**src/pctcr_pkg.sv**
```systemverilog
// Purpose: Shared constants for the secondary port clock and transmitter
//          configuration block.
// Assumes: Single 40 MHz clock, synchronous active-low reset.
// Notes:   Register offsets are the host serial interface addresses.
//
// Overview of operation
// - Word clock is master clock over 128/256/384/512.
// - Bit clock is always 64 times word clock.
// - Bits 3:2 pick external, receiver-in or recovered clock.
// - Bit 0 picks slip or block start trigger.
// - Usability flag goes into transmitted validity bit.
// - Separate select decides if usability flag is used.
// - Direction bit: block start pin input or output.
// - Transmitter divides its master clock by 128 to 512.
// - Transmitter clock: external or recovered master clock.
package pctcr_pkg;
    // Register map
    localparam logic [6:0] PCTCR_ADDR_SEC_CLK = 7'h06;
    localparam logic [6:0] PCTCR_ADDR_TX_CFG1 = 7'h07;
    // Reset values
    localparam logic [3:0] PCTCR_SEC_CLK_RESET = 4'h0;
    localparam logic [7:0] PCTCR_TX_CFG1_RESET = 8'h00;
    // Secondary port clock register fields
    localparam int PCTCR_SEC_DIV_LSB = 0;
    localparam int PCTCR_SEC_SRC_LSB = 2;
    // Transmitter config one fields
    localparam int PCTCR_TX_TRIG_BIT = 0;
    localparam int PCTCR_TX_VALID_BIT = 1;
    localparam int PCTCR_TX_BLSDIR_BIT = 2;
    localparam int PCTCR_TX_INSEL_LSB = 3;
    localparam int PCTCR_TX_DIV_LSB = 5;
    localparam int PCTCR_TX_CLKSRC_BIT = 7;
    // Clock source codes (index into the three clock pins)
    localparam logic [1:0] PCTCR_SRC_MCLK = 2'h0;
    localparam logic [1:0] PCTCR_SRC_RECEIVER_CLOCK_INPUT = 2'h1;
    localparam logic [1:0] PCTCR_SRC_RECOVERED_RECEIVER_CLOCK = 2'h2;
    // Transmitter input select codes
    localparam logic [1:0] PCTCR_IN_PRIMARY = 2'h0;
    localparam logic [1:0] PCTCR_IN_SECONDARY = 2'h1;
    localparam logic [1:0] PCTCR_IN_RECEIVER = 2'h2;
    // Divider geometry: 64 bit clocks per word, 128 toggles per word
    localparam int PCTCR_BITS_PER_WORD = 64;
    localparam int PCTCR_TOGGLE_CNT_W = 6;
    localparam int PCTCR_EDGE_CNT_W = 2;
endpackage

```
**src/pctcr_clock_divider.sv**
```systemverilog
// Purpose: Picks one of three clock pins and divides it into bit clock,
//          word clock and a one-cycle frame tick.
// Assumes: Pin clocks are well below half of the 40 MHz system clock.
// Notes:   Source code 3 gives no edges, so the outputs freeze.
module pctcr_clock_divider
    import pctcr_pkg::*;
(
    // System
    input wire logic clk_i,
    input wire logic reset_n_i,
    // Clock pins, asynchronous to clk_i
    input wire logic [2:0] clk_pins_i,
    // Control
    input wire logic enable_i,
    input wire logic [1:0] source_i,
    input wire logic [1:0] divider_code_i,
    // Generated clocks
    output logic bit_clk_o,
    output logic word_clk_o,
    output logic frame_tick_o
);
    logic [2:0] sync1_reg; // First stage, read only by second stage
    logic [2:0] sync2_reg; // Second stage, safe to use
    logic sel_prev_reg, sel_prev_next; // Edge detector memory
    logic [PCTCR_EDGE_CNT_W-1:0] edge_cnt_reg, edge_cnt_next;
    logic [PCTCR_TOGGLE_CNT_W-1:0] tog_cnt_reg, tog_cnt_next;
    logic bit_reg, bit_next;
    logic word_reg, word_next;
    logic tick_reg, tick_next;
    logic sel_level; // Selected synchronised clock level
    logic rise; // One-cycle rising edge of selected clock

    // Two-flop synchronisers for each clock pin
    genvar gi;
    generate
        for (gi = 0; gi < 3; gi++) begin : g_sync
            always_ff @(posedge clk_i) begin
                if (!reset_n_i) begin
                    sync1_reg[gi] <= 1'b0;
                    sync2_reg[gi] <= 1'b0;
                end else begin
                    sync1_reg[gi] <= clk_pins_i[gi];
                    sync2_reg[gi] <= sync1_reg[gi];
                end
            end
        end
    endgenerate

    // Source mux and divider; half a bit period is code+1 source edges,
    // giving a bit clock of 2/4/6/8 source periods and word of 64 bits
    always_comb begin
        sel_level = 1'b0;
        if (source_i != 2'h3) begin // Reserved source yields no edges
            sel_level = sync2_reg[source_i];
        end
        rise = sel_level & ~sel_prev_reg;
        sel_prev_next = sel_level;
        edge_cnt_next = edge_cnt_reg;
        tog_cnt_next = tog_cnt_reg;
        bit_next = bit_reg;
        word_next = word_reg;
        tick_next = 1'b0;
        if (!enable_i) begin
            // Held in a known phase while the port is slave
            edge_cnt_next = '0;
            tog_cnt_next = '0;
            bit_next = 1'b0;
            word_next = 1'b0;
        end else if (rise) begin
            if (edge_cnt_reg == divider_code_i) begin
                edge_cnt_next = '0;
                bit_next = ~bit_reg;
                tog_cnt_next = tog_cnt_reg + 1'b1;
                // 64 bit-clock toggles make half a word: 64x ratio
                if (tog_cnt_reg == '1) begin
                    word_next = ~word_reg;
                    tick_next = word_reg; // One tick per full word period
                end
            end else begin
                edge_cnt_next = edge_cnt_reg + 1'b1;
            end
        end
    end

    // Divider state registers
    always_ff @(posedge clk_i) begin
        if (!reset_n_i) begin
            sel_prev_reg <= 1'b0;
            edge_cnt_reg <= '0;
            tog_cnt_reg <= '0;
            bit_reg <= 1'b0;
            word_reg <= 1'b0;
            tick_reg <= 1'b0;
        end else begin
            sel_prev_reg <= sel_prev_next;
            edge_cnt_reg <= edge_cnt_next;
            tog_cnt_reg <= tog_cnt_next;
            bit_reg <= bit_next;
            word_reg <= word_next;
            tick_reg <= tick_next;
        end
    end

    assign bit_clk_o = bit_reg;
    assign word_clk_o = word_reg;
    assign frame_tick_o = tick_reg;
endmodule

```
**src/pctcr_top.sv**
```systemverilog
// Purpose: Secondary port clock register and transmitter config register
//          with the clock, validity, block start and slip logic they steer.
// Assumes: Host serial interface decodes to a byte write/read port here.
// Notes:   All outputs are registered; pins are synchronised first.
//          The upper nibble of the clock register is not stored, so it
//          always reads back as zero whatever software put there.
//          The transmitter divider runs at all times; the secondary one
//          is held in a fixed phase whenever the port is a slave.
//          Mode and validity source bits live in other registers and
//          arrive here as plain inputs on the system clock.
//          Pin clocks are sampled, so they must stay well below half
//          of the system clock or edges will be lost.
module pctcr_top
    import pctcr_pkg::*;
(
    // System
    input wire logic clk_i,
    input wire logic reset_n_i,
    // Register port from the host serial interface
    input wire logic [6:0] reg_addr_i,
    input wire logic reg_write_i,
    input wire logic [7:0] reg_wdata_i,
    output logic [7:0] reg_rdata_o,
    // Clock pins
    input wire logic master_clock_i,
    input wire logic receiver_clock_input_i,
    input wire logic recovered_receiver_clock_i,
    // Secondary port
    input wire logic secondary_master_mode_i,
    output logic secondary_bit_clock_o,
    output logic secondary_word_clock_o,
    // Transmitter audio sources and routing
    input wire logic primary_audio_i,
    input wire logic secondary_audio_i,
    input wire logic receiver_audio_i,
    output logic tx_audio_o,
    output logic [1:0] transmitter_input_select_o,
    output logic transmitter_frame_tick_o,
    // Validity
    input wire logic usability_source_select_i,
    input wire logic stream_validity_i,
    output logic tx_validity_o,
    // Block start pin, three signals
    input wire logic block_start_pin_i,
    output logic block_start_pin_o,
    output logic block_start_pin_oe_o,
    // Slip status
    input wire logic data_slip_i,
    input wire logic slip_flag_clear_i,
    output logic transmitter_slip_flag_o
);
    // Configuration storage
    logic [3:0] sec_clk_reg, sec_clk_next; // Low nibble of 0x06
    logic [7:0] tx_cfg_reg, tx_cfg_next; // Register 0x07
    // Read data, registered so the host sees a settled byte
    logic [7:0] rdata_reg, rdata_next;
    // Block start pin input path
    logic [1:0] bls_sync_reg; // Block start pin synchroniser
    logic bls_prev_reg, bls_prev_next;
    // Output flops, one per top-level output
    logic audio_reg, audio_next;
    logic valid_reg, valid_next;
    logic pin_o_reg, pin_o_next;
    logic pin_oe_reg, pin_oe_next;
    logic slip_reg, slip_next;
    logic [1:0] insel_reg, insel_next;
    // Internal nets between the dividers and the output logic
    logic [1:0] tx_src; // Transmitter clock source as mux code
    logic sec_bit, sec_word, tx_tick, tx_tick_reg;
    logic block_start; // Block start event
    logic trigger; // Selected slip flag trigger
    logic [2:0] clk_pins;

    assign clk_pins = {recovered_receiver_clock_i, receiver_clock_input_i,
                       master_clock_i};

    // Read decode shared by the read path
    // Kept as a function so the address map lives in one place
    function automatic logic [7:0] read_value(input logic [6:0] addr,
                                              input logic [3:0] sec,
                                              input logic [7:0] txc);
        read_value = 8'h00; // Unmapped addresses read zero
        if (addr == PCTCR_ADDR_SEC_CLK) begin
            read_value = {4'h0, sec}; // Upper bits always read zero
        end else if (addr == PCTCR_ADDR_TX_CFG1) begin
            read_value = txc;
        end
    endfunction

    // Secondary port clocks, run only in master mode
    // Slave mode holds both clocks low and restarts the phase cleanly
    pctcr_clock_divider u_sec_div (
        .clk_i(clk_i),
        .reset_n_i(reset_n_i),
        .clk_pins_i(clk_pins),
        .enable_i(secondary_master_mode_i),
        .source_i(sec_clk_reg[PCTCR_SEC_SRC_LSB +: 2]),
        .divider_code_i(sec_clk_reg[PCTCR_SEC_DIV_LSB +: 2]),
        .bit_clk_o(sec_bit),
        .word_clk_o(sec_word),
        .frame_tick_o()
    );

    // Transmitter clock source: external or recovered master clock
    assign tx_src = tx_cfg_reg[PCTCR_TX_CLKSRC_BIT] ?
                    PCTCR_SRC_RECOVERED_RECEIVER_CLOCK : PCTCR_SRC_MCLK;

    // Transmitter frame rate divider
    // Only its frame tick is used; its clock outputs are left open
    pctcr_clock_divider u_tx_div (
        .clk_i(clk_i),
        .reset_n_i(reset_n_i),
        .clk_pins_i(clk_pins),
        .enable_i(1'b1),
        .source_i(tx_src),
        .divider_code_i(tx_cfg_reg[PCTCR_TX_DIV_LSB +: 2]),
        .bit_clk_o(),
        .word_clk_o(),
        .frame_tick_o(tx_tick)
    );

    // Register writes and datapath next values
    // Every next value comes from the current register state, so a
    // write reaches the datapath one cycle after it is taken.
    always_comb begin
        sec_clk_next = sec_clk_reg;
        tx_cfg_next = tx_cfg_reg;
        if (reg_write_i && reg_addr_i == PCTCR_ADDR_SEC_CLK) begin
            // Upper nibble is not stored; software keeps it zero
            sec_clk_next = reg_wdata_i[3:0];
        end
        if (reg_write_i && reg_addr_i == PCTCR_ADDR_TX_CFG1) begin
            tx_cfg_next = reg_wdata_i;
        end
        rdata_next = read_value(reg_addr_i, sec_clk_reg, tx_cfg_reg);

        // Audio routing; reserved code sends silence
        // The select is registered out too, so routing can be observed
        insel_next = tx_cfg_reg[PCTCR_TX_INSEL_LSB +: 2];
        unique case (insel_next)
            PCTCR_IN_PRIMARY: audio_next = primary_audio_i;
            PCTCR_IN_SECONDARY: audio_next = secondary_audio_i;
            PCTCR_IN_RECEIVER: audio_next = receiver_audio_i;
            default: audio_next = 1'b0;
        endcase

        // Validity: register flag only when the separate select asks
        // Otherwise the stream's own validity passes through unchanged
        valid_next = usability_source_select_i ?
                     tx_cfg_reg[PCTCR_TX_VALID_BIT] :
                     stream_validity_i;

        // Block start pin: input mode listens, output mode drives frames
        // In output mode the pin edge detector is ignored, so a stray
        // level on the pin cannot set the slip flag.
        pin_oe_next = tx_cfg_reg[PCTCR_TX_BLSDIR_BIT];
        pin_o_next = pin_oe_next & tx_tick;
        bls_prev_next = bls_sync_reg[1];
        if (pin_oe_reg) begin
            block_start = tx_tick_reg;
        end else begin
            block_start = bls_sync_reg[1] & ~bls_prev_reg;
        end

        // Sticky slip flag; a new event beats a same-cycle clear
        // This way an event is never lost to a badly timed clear, at the
        // cost of one extra clear when both land together.
        trigger = tx_cfg_reg[PCTCR_TX_TRIG_BIT] ? block_start
                                                : data_slip_i;
        slip_next = slip_reg;
        if (slip_flag_clear_i) begin
            slip_next = 1'b0;
        end
        if (trigger) begin
            slip_next = 1'b1;
        end
    end

    // Registers, pin synchroniser and output flops
    // The reset branch loads constants only; the synchroniser's first
    // stage is read by nothing but its second stage.
    always_ff @(posedge clk_i) begin
        if (!reset_n_i) begin
            sec_clk_reg <= PCTCR_SEC_CLK_RESET;
            tx_cfg_reg <= PCTCR_TX_CFG1_RESET;
            rdata_reg <= 8'h00;
            bls_sync_reg <= 2'h0;
            bls_prev_reg <= 1'b0;
            audio_reg <= 1'b0;
            valid_reg <= 1'b0;
            pin_o_reg <= 1'b0;
            pin_oe_reg <= 1'b0;
            slip_reg <= 1'b0;
            insel_reg <= 2'h0;
            tx_tick_reg <= 1'b0;
        end else begin
            sec_clk_reg <= sec_clk_next;
            tx_cfg_reg <= tx_cfg_next;
            rdata_reg <= rdata_next;
            bls_sync_reg <= {bls_sync_reg[0], block_start_pin_i};
            bls_prev_reg <= bls_prev_next;
            audio_reg <= audio_next;
            valid_reg <= valid_next;
            pin_o_reg <= pin_o_next;
            pin_oe_reg <= pin_oe_next;
            slip_reg <= slip_next;
            insel_reg <= insel_next;
            tx_tick_reg <= tx_tick;
        end
    end

    // Outputs straight from flops
    // No logic sits between these flops and the ports
    assign reg_rdata_o = rdata_reg;
    assign secondary_bit_clock_o = sec_bit;
    assign secondary_word_clock_o = sec_word;
    assign tx_audio_o = audio_reg;
    assign transmitter_input_select_o = insel_reg;
    assign transmitter_frame_tick_o = tx_tick_reg;
    assign tx_validity_o = valid_reg;
    assign block_start_pin_o = pin_o_reg;
    assign block_start_pin_oe_o = pin_oe_reg;
    assign transmitter_slip_flag_o = slip_reg;
endmodule

```
**config.mk**
```make
export PLATFORM = sky130hd
export DESIGN_NAME = pctcr_top
export DESIGN_NICKNAME = d
export VERILOG_FILES = /design/src/pctcr_pkg.sv /design/src/pctcr_clock_divider.sv /design/src/pctcr_top.sv
export SDC_FILE = /design/constraint.sdc
export NUM_CORES = 1
export LEC_CHECK = 0
export ABC_AREA = 1
export BUFFER_PORTS_ARGS = -buffer_cell sky130_fd_sc_hd__buf_2
export CAP_MARGIN = 20
export CELL_PAD_IN_SITES_DETAIL_PLACEMENT = 0
export CELL_PAD_IN_SITES_GLOBAL_PLACEMENT = 1
export CORE_MARGIN = 3
export CORE_UTILIZATION = 36
export CTS_BUF_LIST = sky130_fd_sc_hd__clkbuf_2
export DETAILED_ROUTE_END_ITERATION = 10
export PLACE_DENSITY = 0.87
export SLEW_MARGIN = 15
export SYNTH_ARGS = -nofsm -noshare
export SYNTH_HDL_FRONTEND = slang
export SYNTH_SLANG_ARGS = --single-unit
```
**constraint.sdc**
```tcl
create_clock -name clk_i -period 1.17 [get_ports clk_i]
set_clock_uncertainty 0.1 [all_clocks]
set_input_delay 0.117 -clock clk_i [delete_from_list [all_inputs] [get_ports clk_i]]
set_output_delay 0.117 -clock clk_i [all_outputs]
set_load 0.01 [all_outputs]
```
# Word level (Yosys, flattened, before mapping)
# Index checks and enable logic that the tools add are counted.
# op_classes
n_bitwise	12
eq_ne	10
addsub	4
muxes	17
n_reduce_logical	11
magnitude_cmp	2
# op_table
cell	n
== test 7 x 3 -> 1 bit (second input constant)	2
adder 6 x 1 -> 6 bit (second input constant)	2
== test 6 bit (second input constant)	2
two-way mux 1 bit	9
two-way mux 4 bit	2
inverter 1 bit	8
less-than comparator 2 x 3 -> 1 bit (second input constant)	2
two-way mux 2 bit	3
AND reduction 2 bit	3
AND reduction 3 bit	2
adder 2 x 1 -> 2 bit (second input constant)	2
bitwise AND 1 bit	4
binary-select mux 1 bit (select 2 bit)	2
== test 2 bit	2
inequality test 2 bit (second input constant)	2
AND reduction 4 bit	1
one-hot mux 1 bit (3 select lines)	1
OR reduction 3 bit	1
== test 2 x 1 -> 1 bit (second input constant)	1
== test 2 bit (second input constant)	1
logical AND 1 bit	2
zero test 2 bit	1
nonzero test 2 bit	1
# totals
elab_cells	85
reg_bits	59
out_inout_bits	18
input_bits	30

# Depth between registers and ports, before layout
# Gate-level depths: netlist of run 1.
# depth
word_depth	6
ltp_mapped	9
ltp_nobuf	9

# By module
# Synthesis of run 1 repeated with hierarchy kept, for this count alone.
# hier_totals
hier_cells	383
hier_area_um2	2788.9
# modules_own_cells
module	instances	area_per_inst_um2	seq_area_each_um2	cells_per_inst
pctcr_clock_divider	2	779.5	360.3	109
pctcr_top	1	1229.9	620.6	165

# Least setup slack after synthesis of run 1
# No wires, ideal clock.
# synth_path
kind	register to register
start	register u_sec_div.tog_cnt_reg[0]
end	register u_sec_div.word_reg (netlist: u_sec_div.word_clk_o)
path_slack_ps	-60
period_less_slack_ps	1230
path_stages_with_launch	9
setup_time_ps	113
path_buffers	0
required_time_ps	957
arrival_ps	1017
path_cell_list	dfxtp_1 > ha_1 > nand3_1 > nor2_1 > nand2_1 > nor2_1 > nand2_1 > nand2_1 > nor2_1
# synth_via
elab_chain_cells	2
# synth_rtl
element	line_no	rtl
start, declared	pctcr_clock_divider.sv:26	logic [PCTCR_TOGGLE_CNT_W-1:0] tog_cnt_reg, tog_cnt_next;
start signal, assigned	pctcr_clock_divider.sv:97	tog_cnt_reg <= tog_cnt_next;
== test 6 bit	pctcr_clock_divider.sv:75	if (tog_cnt_reg == '1) begin
AND reduction 3 bit (no line)	-	
end signal, assigned	pctcr_clock_divider.sv:99	word_reg <= word_next;
end, declared	pctcr_clock_divider.sv:28	logic word_reg, word_next;
# No other way between the ends.
# A chain may end at the register's enable or synchronous reset.

# Final worst setup path of run 1
# layout_path
start	register tx_cfg_reg[7]
end	register u_tx_div.tog_cnt_reg[0]
# layout_via
elab_chain_cells	6
word_cells_on_any_way	7
classes_between	eq/ne (1); mux (4); bitwise (1); reduce/logical (1)
# layout_rtl
element	line_no	rtl
start, declared	pctcr_top.sv:54	logic [7:0] tx_cfg_reg, tx_cfg_next;
start signal, assigned	pctcr_top.sv:198	tx_cfg_reg <= tx_cfg_next;
two-way mux 2 bit *	pctcr_top.sv:105	assign tx_src = tx_cfg_reg[PCTCR_TX_CLKSRC_BIT] ?
binary-select mux 1 bit (select 2 bit)	pctcr_clock_divider.sv:54	sel_level = sync2_reg[source_i];
two-way mux 1 bit (implied by the code)	pctcr_clock_divider.sv:54	
two-way mux 1 bit *	pctcr_clock_divider.sv:53	if (source_i != 2'h3) begin
bitwise AND 1 bit *	pctcr_clock_divider.sv:56	rise = sel_level & ~sel_prev_reg;
AND reduction 2 bit (no line) *	-	
end signal, assigned	pctcr_clock_divider.sv:97	
end, declared	pctcr_clock_divider.sv:26	
# Mark *: on every way between the ends. The rest lies on a longest branch, timed or not. The select of a mux whose other input is x is not followed.

==> key figures, run 1 <==
Status
  • Status: finished, violations left
  • Violated checks: hold timing, setup timing

STA
  • Final Slew Violations: 0
  • Worst-margin pin slew: 573.0 ps
  • Fin crit share: 1.124
  • Min Tclk post-route: between 1000 and 1500 ps
  • Max-slew headroom: 0.6167
  • FMAX: 0.7606 GHz
  • Final setup fails: 34
  • RSZ-0062 raised after global routing: true
  • WHS: -35.26 ps
  • Final hold violations: 6
  • Fin worst setup slack: -144.8 ps

Yosys
  • Ys flop type: dfxtp_1
  • Top cell type by total area after synthesis: dfxtp_1
  • Mapped Area: 0.002371 mm²
  • Syn Area/Cell: approximately 7.4 µm²
  • Yosys top cell area share: 0.4982
  • Sequential share of the synthesized area: 0.4982
  • Number of synthesized flops with an enable pin: 0
  • Most common library cells after synthesis: 90 x nand2_1, 59 x dfxtp_1, 40 x inv_1, 38 x nor2_1, 23 x a21oi_1
  • Synth warn: 0
  • Synthesis-stage register bit count: 59
  • Library cells used by synthesis: 25
  • Most frequent cell after synthesis: nand2_1
  • Post-synth ARST share: 0
  • Largest cells by area after synthesis: dfxtp_1 50%, nand2_1 14%, inv_1 6.3%
  • Syn nets: between 300 and 400
  • Cells after Synth: between 300 and 400

Setup path
  • CP max-delay cell: dfxtp_2
  • Capture point of the worst reg-to-reg path: u_tx_div.tog_cnt_reg[0]
  • Worst EP required: between 1000 and 1500 ps
  • Worst R2R Start: tx_cfg_reg[7]
  • Critical path's most frequent cell: nand2_1
  • CP Launch Type: flip-flop
  • Worst Setup Path Type: reg2reg
  • Critical Path Sink Type: flip-flop
  • Crit-path max FO: 7
  • Worst R2R Path Depth: 7
  • R2r setup slk: -140 ps
  • Highest cell delay on the worst timing path: ~400 ps
  • CP delay by family, top: simple AND/OR/NAND/NOR gates
  • Critical Path AT: 1610 ps
  • CP Cell Sequence: nand2_1 > o21ai_4 > nand2_4 > nor2_4 > inv_4 > nand2_1 > a21oi_1
  • CP bufs+invs: 1

Clocking
  • Clock sink total: just under 60
  • CTS Buffer Depth: 2
  • CTS tree: built
  • Total CTS buffers: 9
  • CTS clk-pin slew, worst paths: approximately 190 ps
  • Clock root cell: clkbuf_2
  • Worst skew pair latency: roughly 500 ps
  • H-tree depth: 3

Cells and area
  • Antenna cells: 0
  • Multi-input logic area: about 0.0012 mm²
  • Fill count: 547
  • Register area: around 0.0012 mm²
  • Area Growth Syn to Fin: 56.94%
  • Nets@finish: 473
  • Ratio of cells with drive above 1 in the final layout: 0.4126
  • Core Util, Final: 0.6069

Placed design
  • GP Congestion: between 0.8 and 0.9
  • Final HPWL from detailed placement: approximately 3800 µm
  • Number of port buffers: between 40 and 50

Run
  • Maxcap violations: 0

Hold path
  • Worst hold path endpoint: tx_cfg_reg[2]
  • Worst Hold Path Cells: 6
  • Worst Hold Class: in2reg
  • Hold Startpoint: reg_addr_i[6]

Power and ir drop
  • P per Cell Area: about 1000 mW/mm²
  • IR drop worst, VDD: between 0.9 and 1 mV
  • P_leak: between 1.5 and 2 nW

GRT
  • Total GRT Usage: 0.1764
  • First-pass GRT wire length: between 10000 and 15000 µm
  • Initial antenna violation count: 0
  • Largest net degree at the start of global routing: 20
  • Gr ovfl total: 0
  • Vias in the first global route: approximately 2400

Floorplan
  • Row cnt: 28
  • Initial Util: 0.3867
  • Die H: about 87 µm
  • Core ar.: 0.006131 mm²
  • Die area: about 0.0076 mm²
  • Chip Width: around 87 µm
  • Top-level port count: 48

Routing
  • Initial DRC Count: between 100 and 150
  • Antenna-violating nets left: 0
  • Via count: about 2400
  • Post-route DRC: 0
  • Total Wirelength: just over 6000 µm
  • DR WL/cell: between 10 and 15 µm
  • Vias per cell: roughly 4.6
  • Pre-Repair DR Iteration Count: 5
==> cell families after synthesis <==
family | after synthesis | share of synthesized area
flops | 59 | 0.4982
compound gates | 36 | 0.07968
buf+inv | 51 | 0.08285
simple gates | 161 | 0.2918
xor+xnor | 10 | 0.03694
fa+ha+maj | 2 | 0.01055
==> layout make-up <==
type / instances / area share
multi-input combinational: 210 / 0.3208
tap: 75 / 0.02522
clock inverter: 7 / 0.02488
sequential: 59 / 0.3275
clock buffer: 9 / 0.01210
inverter: 45 / 0.04674
timing repair buffer: 116 / 0.2428
==> layout by cell type (no fill, tap or decap), types with 3 or more instances in the layout <==
cell | Yosys | routed
dfxtp_1 | 59 | 33
nand2_2 | 3 | 18
a21oi_2 | 0 | 5
nand2_1 | 90 | 73
nor2_2 | 0 | 5
a21oi_1 | 23 | 18
nor2_1 | 38 | 33
nor2_4 | 2 | 3
o21ai_0 | 4 | 4
buf_2 | 4 | 38
nand3_1 | 20 | 14
xnor2_1 | 5 | 3
xor2_1 | 5 | 5
inv_1 | 40 | 36
dlygate4sd3_1 | 0 | 33
nand3_2 | 1 | 5
buf_6 | 0 | 12
clkinvlp_4 | 0 | 3
o22ai_1 | 4 | 4
buf_4 | 0 | 33
inv_2 | 5 | 7
dfxtp_2 | 0 | 24
clkbuf_2 | 0 | 9
==> stage by stage <==
stage	power (mW)	worst slack [ps]	setup TNS, ps	cells	area [µm²]
floorplan	2.215	-10.72	-10.72	319	2404
global placement	2.321	-170.9	-2292	463	2915
detailed placement	2.325	-178.9	-3102	463	2915
CTS	3.919	-122.9	-2412	519	3561
global route	4.069	-228.1	-5204	521	3721
finish	3.900	-144.8	-2135	521	3721
==> report_power, final <==
part | switching, mW | total, mW | internal, mW
combinational | 0.168 | 0.352 | 0.184
clock | 0.798 | 1.49 | 0.696
sequential | 0.0159 | 2.05 | 2.04
==> worst max path at each step <==
stage	startpoint	endpoint	slack, ps	cells past startpoint
finish	tx_cfg_reg[7]	u_tx_div.tog_cnt_reg[0]	-140	7
detailed placement	sec_clk_reg[2]	u_sec_div.tog_cnt_reg[1]	-180	7
global placement	sec_clk_reg[2]	u_sec_div.tog_cnt_reg[1]	-170	7
floorplan	sec_clk_reg[0]	u_sec_div.tog_cnt_reg[1]	-10	7
global route	sec_clk_reg[0]	u_sec_div.tog_cnt_reg[4]	-230	8
CTS	sec_clk_reg[2]	u_sec_div.tog_cnt_reg[4]	-120	7
==> metal layers <==
metal  GRT usage  wire, µm
met5           0         0
met4     0.08229       131
met3     0.05393       351
met2      0.2892      2946
met1      0.2108      2795
==> tightest hold or removal path, cell delays in order <==
cell	delay (ps)
buf_2	100
nor3_4	40
nand2_2	70
inv_2	90
nand3_1	80
a21oi_1	60
==> repair_timing <==
item,4_1_cts,5_1_grt
pin swaps,9,13
resized for setup,40,44
gates cloned,1,0
setup endpoints to repair,38,48
hold endpoints to repair,40,19
buffers inserted,6,4
hold buffers,33,1
No activity file was read; power rests on OpenSTA's default activity.
==> run 2: changes to the inputs <==
--- a/config.mk
+++ b/config.mk
@@ -14,6 +14,7 @@
 export CORE_UTILIZATION = 36
 export CTS_BUF_LIST = sky130_fd_sc_hd__clkbuf_2
 export DETAILED_ROUTE_END_ITERATION = 10
+export HOLD_SLACK_MARGIN = 0.15
 export PLACE_DENSITY = 0.87
 export SLEW_MARGIN = 15
 export SYNTH_ARGS = -nofsm -noshare
==> key figures, run 2 (synthesized netlist as in run 1, its figures left out) <==
Status
  • Status: finished, violations left
  • Violated checks: hold timing, setup timing

STA
  • Final Slew Violations: 0
  • Final setup fails: 28
  • Max-slew headroom: 0.6399
  • WHS: -100.3 ps
  • RSZ-0062 raised after global routing: true
  • Fin crit share: 1.120
  • Worst-margin pin slew: roughly 540 ps
  • Min Tclk post-route: ~1300 ps
  • Final hold violations: 4
  • Fin worst setup slack: -140.7 ps
  • Total negative slack: -1855 ps
  • FMAX: about 0.76 GHz

Power and ir drop
  • Sequential power share: 0.527
  • P_leak: ~1.7 nW
  • Combinational share of power: 0.091
  • Clock Power Share: 0.382
  • P per Cell Area: around 1000 mW/mm²
  • Internal: roughly 2.9 mW
  • IR drop worst, VDD: roughly 0.94 mV
  • Switching part of the total: 0.2518
  • Psw: between 0.9 and 1 mW
  • Design Power: about 3.9 mW

Floorplan
  • Top-level port count: 48
  • Initial Util: 0.3867
  • Chip Width: 87.16 µm
  • Die area: between 0.007 and 0.008 mm²
  • Row cnt: 28
  • Core ar.: 0.006131 mm²
  • Die H: around 87 µm

Setup path
  • CP Launch Type: flip-flop
  • CP Cell Sequence: xnor2_2 > nand2_2 > nor2_4 > inv_4 > nand2_1 > a21oi_1
  • CP delay by family, top: simple AND/OR/NAND/NOR gates
  • Worst EP required: 1450 ps
  • Critical Path AT: 1590 ps
  • Worst Setup Path Type: reg2reg
  • Critical Path Sink Type: flip-flop
  • Crit-path max FO: 7
  • CP max-delay cell: dfxtp_2
  • Highest cell delay on the worst timing path: between 300 and 400 ps
  • CP bufs+invs: 1

GRT
  • Largest net degree at the start of global routing: 20
  • Gr ovfl total: 0
  • Vias in the first global route: 2427
  • First-pass GRT wire length: between 10000 and 15000 µm
  • Total GRT Usage: 0.1752
  • Initial antenna violation count: 0

Placed design
  • Final HPWL from detailed placement: approximately 3800 µm
  • Number of port buffers: 47
  • GP Congestion: approximately 0.84
  • Placed inst area: slightly below 0.003 mm²
  • Post-Place Cells: 463

Cells and area
  • Most frequent cells in the layout: 74 x nand2_1, 38 x buf_2, 36 x inv_1, 36 x dlygate4sd3_1, 33 x buf_4
  • Ratio of cells with drive above 1 in the final layout: 0.4289
  • Antenna cells: 0
  • Area Growth Syn to Fin: 60.37%
  • Fill count: ~530
  • Final cell count without fillers: 525
  • Nets@finish: between 400 and 500
  • Post-route cell area: approximately 0.0038 mm²
  • Commonest non-fill, non-tap cell in the layout: nand2_1

Clocking
  • CTS Buffer Depth: 2
  • CTS tree: built
  • CTS clk-pin slew, worst paths: 190 ps
  • Clock sink total: a little under 60
  • Clock root cell: clkbuf_2
  • H-tree depth: 3
  • Total CTS buffers: 9
  • Worst skew pair latency: between 400 and 500 ps
  • Cts hold-fix bufs: 40

Routing
  • Antenna-violating nets left: 0
  • Vias per cell: between 4 and 5
  • Pre-Repair DR Iteration Count: 4
  • Initial DRC Count: between 100 and 150
  • Via count: about 2400
  • Post-route DRC: 0
  • Total Wirelength: 6359 µm
  • DR WL/cell: around 12 µm

Hold path
  • Worst Hold Class: in2reg

Run
  • Maxcap violations: 0
run 2: final cells by class:
type | instances | area (µm²) | share of cell area
sequential | 59 | 1221 | 0.3212
tap | 75 | 93.84 | 0.02468
multi-input combinational | 210 | 1227 | 0.3228
timing repair buffer | 120 | 945.9 | 0.2488
clock inverter | 7 | 92.59 | 0.02435
inverter | 45 | 176.4 | 0.04640
clock buffer | 9 | 45.04 | 0.01185
run 2: path summary, 6_finish.rpt:
path,start,end,slack (ps),depth (start not counted)
setup / recovery,tx_cfg_reg[5],u_tx_div.tog_cnt_reg[0],-140,6
hold reg to reg,u_sec_div.sync1_reg[2],u_sec_div.sync2_reg[2],310,2
setup reg to reg,tx_cfg_reg[5],u_tx_div.tog_cnt_reg[0],-140,6
hold / removal,reg_write_i,tx_cfg_reg[5],-100,3
run 2: power by group through the flow:
stage / logic, mW / registers (mW) / clock network, mW
2_1_floorplan: 0.114 / 2.10 / 0
3_3_place_gp: 0.223 / 2.10 / 0
3_5_place_dp: 0.226 / 2.10 / 0
4_1_cts: 0.326 / 2.06 / 1.53
5_1_grt: 0.390 / 2.06 / 1.62
6_report: 0.354 / 2.05 / 1.49
run 2: timing repair:
| action | 4_1_cts | 5_1_grt |
|---|---|---|
| endpoints found under the setup margin | 38 | 58 |
| pin swaps | 9 | 22 |
| hold endpoints to repair | 59 | 11 |
| gates resized for setup | 40 | 57 |
| gates cloned | 1 | 0 |
| setup buffers | 6 | 4 |
run 2: layer usage:
metal	GRT usage	wire length (µm)	share of wire	vias to the layer above
met4	0.07671	96	0.015	0
met2	0.2905	3061	0.48	64
met3	0.05582	352	0.055	7
li1	-	-	-	1243
met1	0.2074	2848	0.45	1092
met5	0	0	0	-
run 2: worst register-to-register path, cell delays in order, from the launching register on:
cell and delay (ps):
dfxtp_2 380, xnor2_2 150, nand2_2 110, nor2_4 220
inv_4 100, nand2_1 80, a21oi_1 60
run 2: stage by stage:
step,util,setup WS [ps]
floorplan,-,-10.72
global placement,0.4755,-170.9
detailed placement,0.4755,-178.9
CTS,0.5922,-122.9
global route,0.6202,-227.6
finish,0.6202,-140.7
==> run 3: changes to the inputs <==
--- a/config.mk
+++ b/config.mk
@@ -11,11 +11,11 @@
 export CELL_PAD_IN_SITES_DETAIL_PLACEMENT = 0
 export CELL_PAD_IN_SITES_GLOBAL_PLACEMENT = 1
 export CORE_MARGIN = 3
-export CORE_UTILIZATION = 36
+export CORE_UTILIZATION = 28
 export CTS_BUF_LIST = sky130_fd_sc_hd__clkbuf_2
 export DETAILED_ROUTE_END_ITERATION = 10
 export HOLD_SLACK_MARGIN = 0.15
-export PLACE_DENSITY = 0.87
+export PLACE_DENSITY = 0.73
 export SLEW_MARGIN = 15
 export SYNTH_ARGS = -nofsm -noshare
 export SYNTH_HDL_FRONTEND = slang
==> constraint.sdc (replaced) <==
create_clock -name clk_i -period 1.17 [get_ports clk_i]
set_clock_uncertainty 0.1 [all_clocks]
set_input_delay 0.117 -clock clk_i [delete_from_list [all_inputs] [get_ports clk_i]]
set_output_delay 0.117 -clock clk_i [all_outputs]
set_load 0.02 [all_outputs]
==> key figures, run 3 (synthesized netlist as in run 1, its figures left out) <==
Clocking
  • Clock sink total: around 60
  • H-tree depth: 3
  • Total CTS buffers: 9
  • CTS tree: built
  • Clock root cell: clkbuf_2
  • CTS clk-pin slew, worst paths: around 190 ps
  • Worst skew pair latency: ~500 ps
  • CTS Buffer Depth: 2

GRT
  • Global routing usage on met2: 0.2178
  • Largest net degree at the start of global routing: 20
  • GR Util met1: 0.1795
  • Grt peak-use layer: met2
  • Met3 GRT Util: 0.05214
  • First-pass GRT wire length: roughly 11000 µm
  • Gr ovfl total: 0
  • Total GRT Usage: 0.1407
  • Initial antenna violation count: 0
  • Vias in the first global route: approximately 2300

Setup path
  • Crit-path max FO: 6
  • Worst EP required: roughly 1500 ps
  • Critical Path Sink Type: flip-flop
  • Worst R2R Start: sec_clk_reg[1]
  • Crit path launch: sec_clk_reg[1]
  • R2r setup slk: -130 ps
  • Worst Setup EP: u_sec_div.tog_cnt_reg[4]
  • Critical Path AT: ~1600 ps
  • Capture point of the worst reg-to-reg path: u_sec_div.tog_cnt_reg[4]
  • CP Launch Type: flip-flop
  • Worst R2R Path Depth: 8
  • Worst Setup Path Type: reg2reg

Routing
  • Antenna-violating nets left: 0
  • Pre-Repair DR Iteration Count: 4
  • Vias per cell: 4.386
  • Total Wirelength: approximately 6400 µm
  • Via count: between 2000 and 2500
  • DR WL/cell: between 10 and 15 µm
  • Post-route DRC: 0
  • Initial DRC Count: a little over 90

Floorplan
  • Initial Util: 0.2976
  • Top-level port count: 48
  • Die area: 0.009608 mm²
  • Core ar.: between 0.007 and 0.008 mm²
  • Row cnt: 32
  • Chip Width: between 90 and 100 µm
  • Die H: about 98 µm

Placed design
  • Pre-CTS setup slack: -161.3 ps
  • Number of port buffers: 47
  • Placed inst area: roughly 0.003 mm²
  • GP Congestion: about 0.76
  • Final HPWL from detailed placement: 4064 µm

Power and ir drop
  • P_leak: roughly 1.6 nW
  • IR drop worst, VDD: around 0.45 mV
  • Design Power: between 3 and 4 mW
  • P per Cell Area: 979.6 mW/mm²

Cells and area
  • Post-route cell area: around 0.0038 mm²
  • Antenna cells: 0
  • Commonest non-fill, non-tap cell in the layout: nand2_1
  • Nets@finish: approximately 470
  • Ratio of cells with drive above 1 in the final layout: 0.4202
  • Fill count: 780
  • Area Growth Syn to Fin: 58.21%
  • Most frequent cells in the layout: 78 x nand2_1, 36 x inv_1, 36 x buf_4

STA
  • WHS: -18.66 ps
  • Final Slew Violations: 0
  • Max-slew headroom: 0.7818
  • Min Tclk post-route: 1302 ps
  • FMAX: around 0.77 GHz
  • Final setup fails: 35
  • Fin crit share: 1.113
  • Worst-margin pin slew: approximately 330 ps
  • Final hold violations: 2
  • Fin worst setup slack: -132.4 ps
  • RSZ-0062 raised after global routing: true

Hold path
  • Worst Hold Class: in2reg
  • Hold Startpoint: reg_addr_i[6]

Run
  • Maxcap violations: 0

Status
  • Status: finished, violations left
  • Violated checks: hold timing, setup timing
-- run 3: cell count changes in the layout (fill, tap and decap cells not counted), sizes merged --
| cell | change |
|---|---|
| buf | +2 |
| bufinv | -1 |
| clkinv | +2 |
| clkinvlp | -1 |
| dlygate4sd3 | -6 |
| dlymetal6s4s | -1 |
-- run 3: per-layer routing --
layer  vias up  routed length, µm
li1       1235                  -
met1      1085               2829
met2        65               3006
met3        14                396
met4         0                124
met5         -                  0
-- run 3: stage by stage --
stage            util  std cells  setup TNS (ps)
5_1_grt        0.4708        547           -5486
2_1_floorplan       -        319          -12.63
4_1_cts        0.4568        546           -2894
6_report       0.4708        547           -2132
3_5_place_dp   0.3701        490           -3126
3_3_place_gp   0.3701        490           -2617
-- run 3: critical path: stages, from the launching register on --
cell and delay [ps]:
dfxtp_2 390, inv_2 40, nand2_2 60, nand2_2 60, nor2_4 150, buf_6 130, nand3_4 100, nand2_1 100
a21oi_2 50
-- run 3: final cells by class --
type | count | area [µm²] | area share
clock buffers | 9 | 45.04 | 0.01201
clock inverters | 7 | 68.82 | 0.01835
inverters | 45 | 173.9 | 0.04636
multi-input cells | 210 | 1167 | 0.3112
flip-flops and latches | 59 | 1227 | 0.3272
well taps | 102 | 127.6 | 0.03402
repair buffers | 115 | 940.9 | 0.2508
-- run 3: how the worst min path moves through the flow --
stage / slack [ps] / end / depth (start not counted)
6_report: -20 / sec_clk_reg[0] / 6
5_1_grt: -40 / sec_clk_reg[0] / 6
4_1_cts: -180 / tx_cfg_reg[1] / 3
3_3_place_gp: 200 / bls_sync_reg[0] / 3
3_5_place_dp: 200 / bls_sync_reg[0] / 3
2_1_floorplan: 110 / tx_validity_o / 1
-- run 3: timing repair --
action / 4_1_cts / 5_1_grt
buffers inserted: 8 / 2
hold buffers: 31 / 2
pin swaps: 12 / 12
cloned: 1 / 0
setup endpoints to repair: 37 / 46
hold endpoints to repair: 59 / 25
resized for setup: 77 / 33
-- run 3: power breakdown --
part | internal, mW | switching (mW) | leakage [nW]
clock network | 0.484 | 0.787 | 0.0677
logic | 0.181 | 0.169 | 1.08
registers | 2.04 | 0.0156 | 0.495
total | 2.70 | 0.972 | 1.65
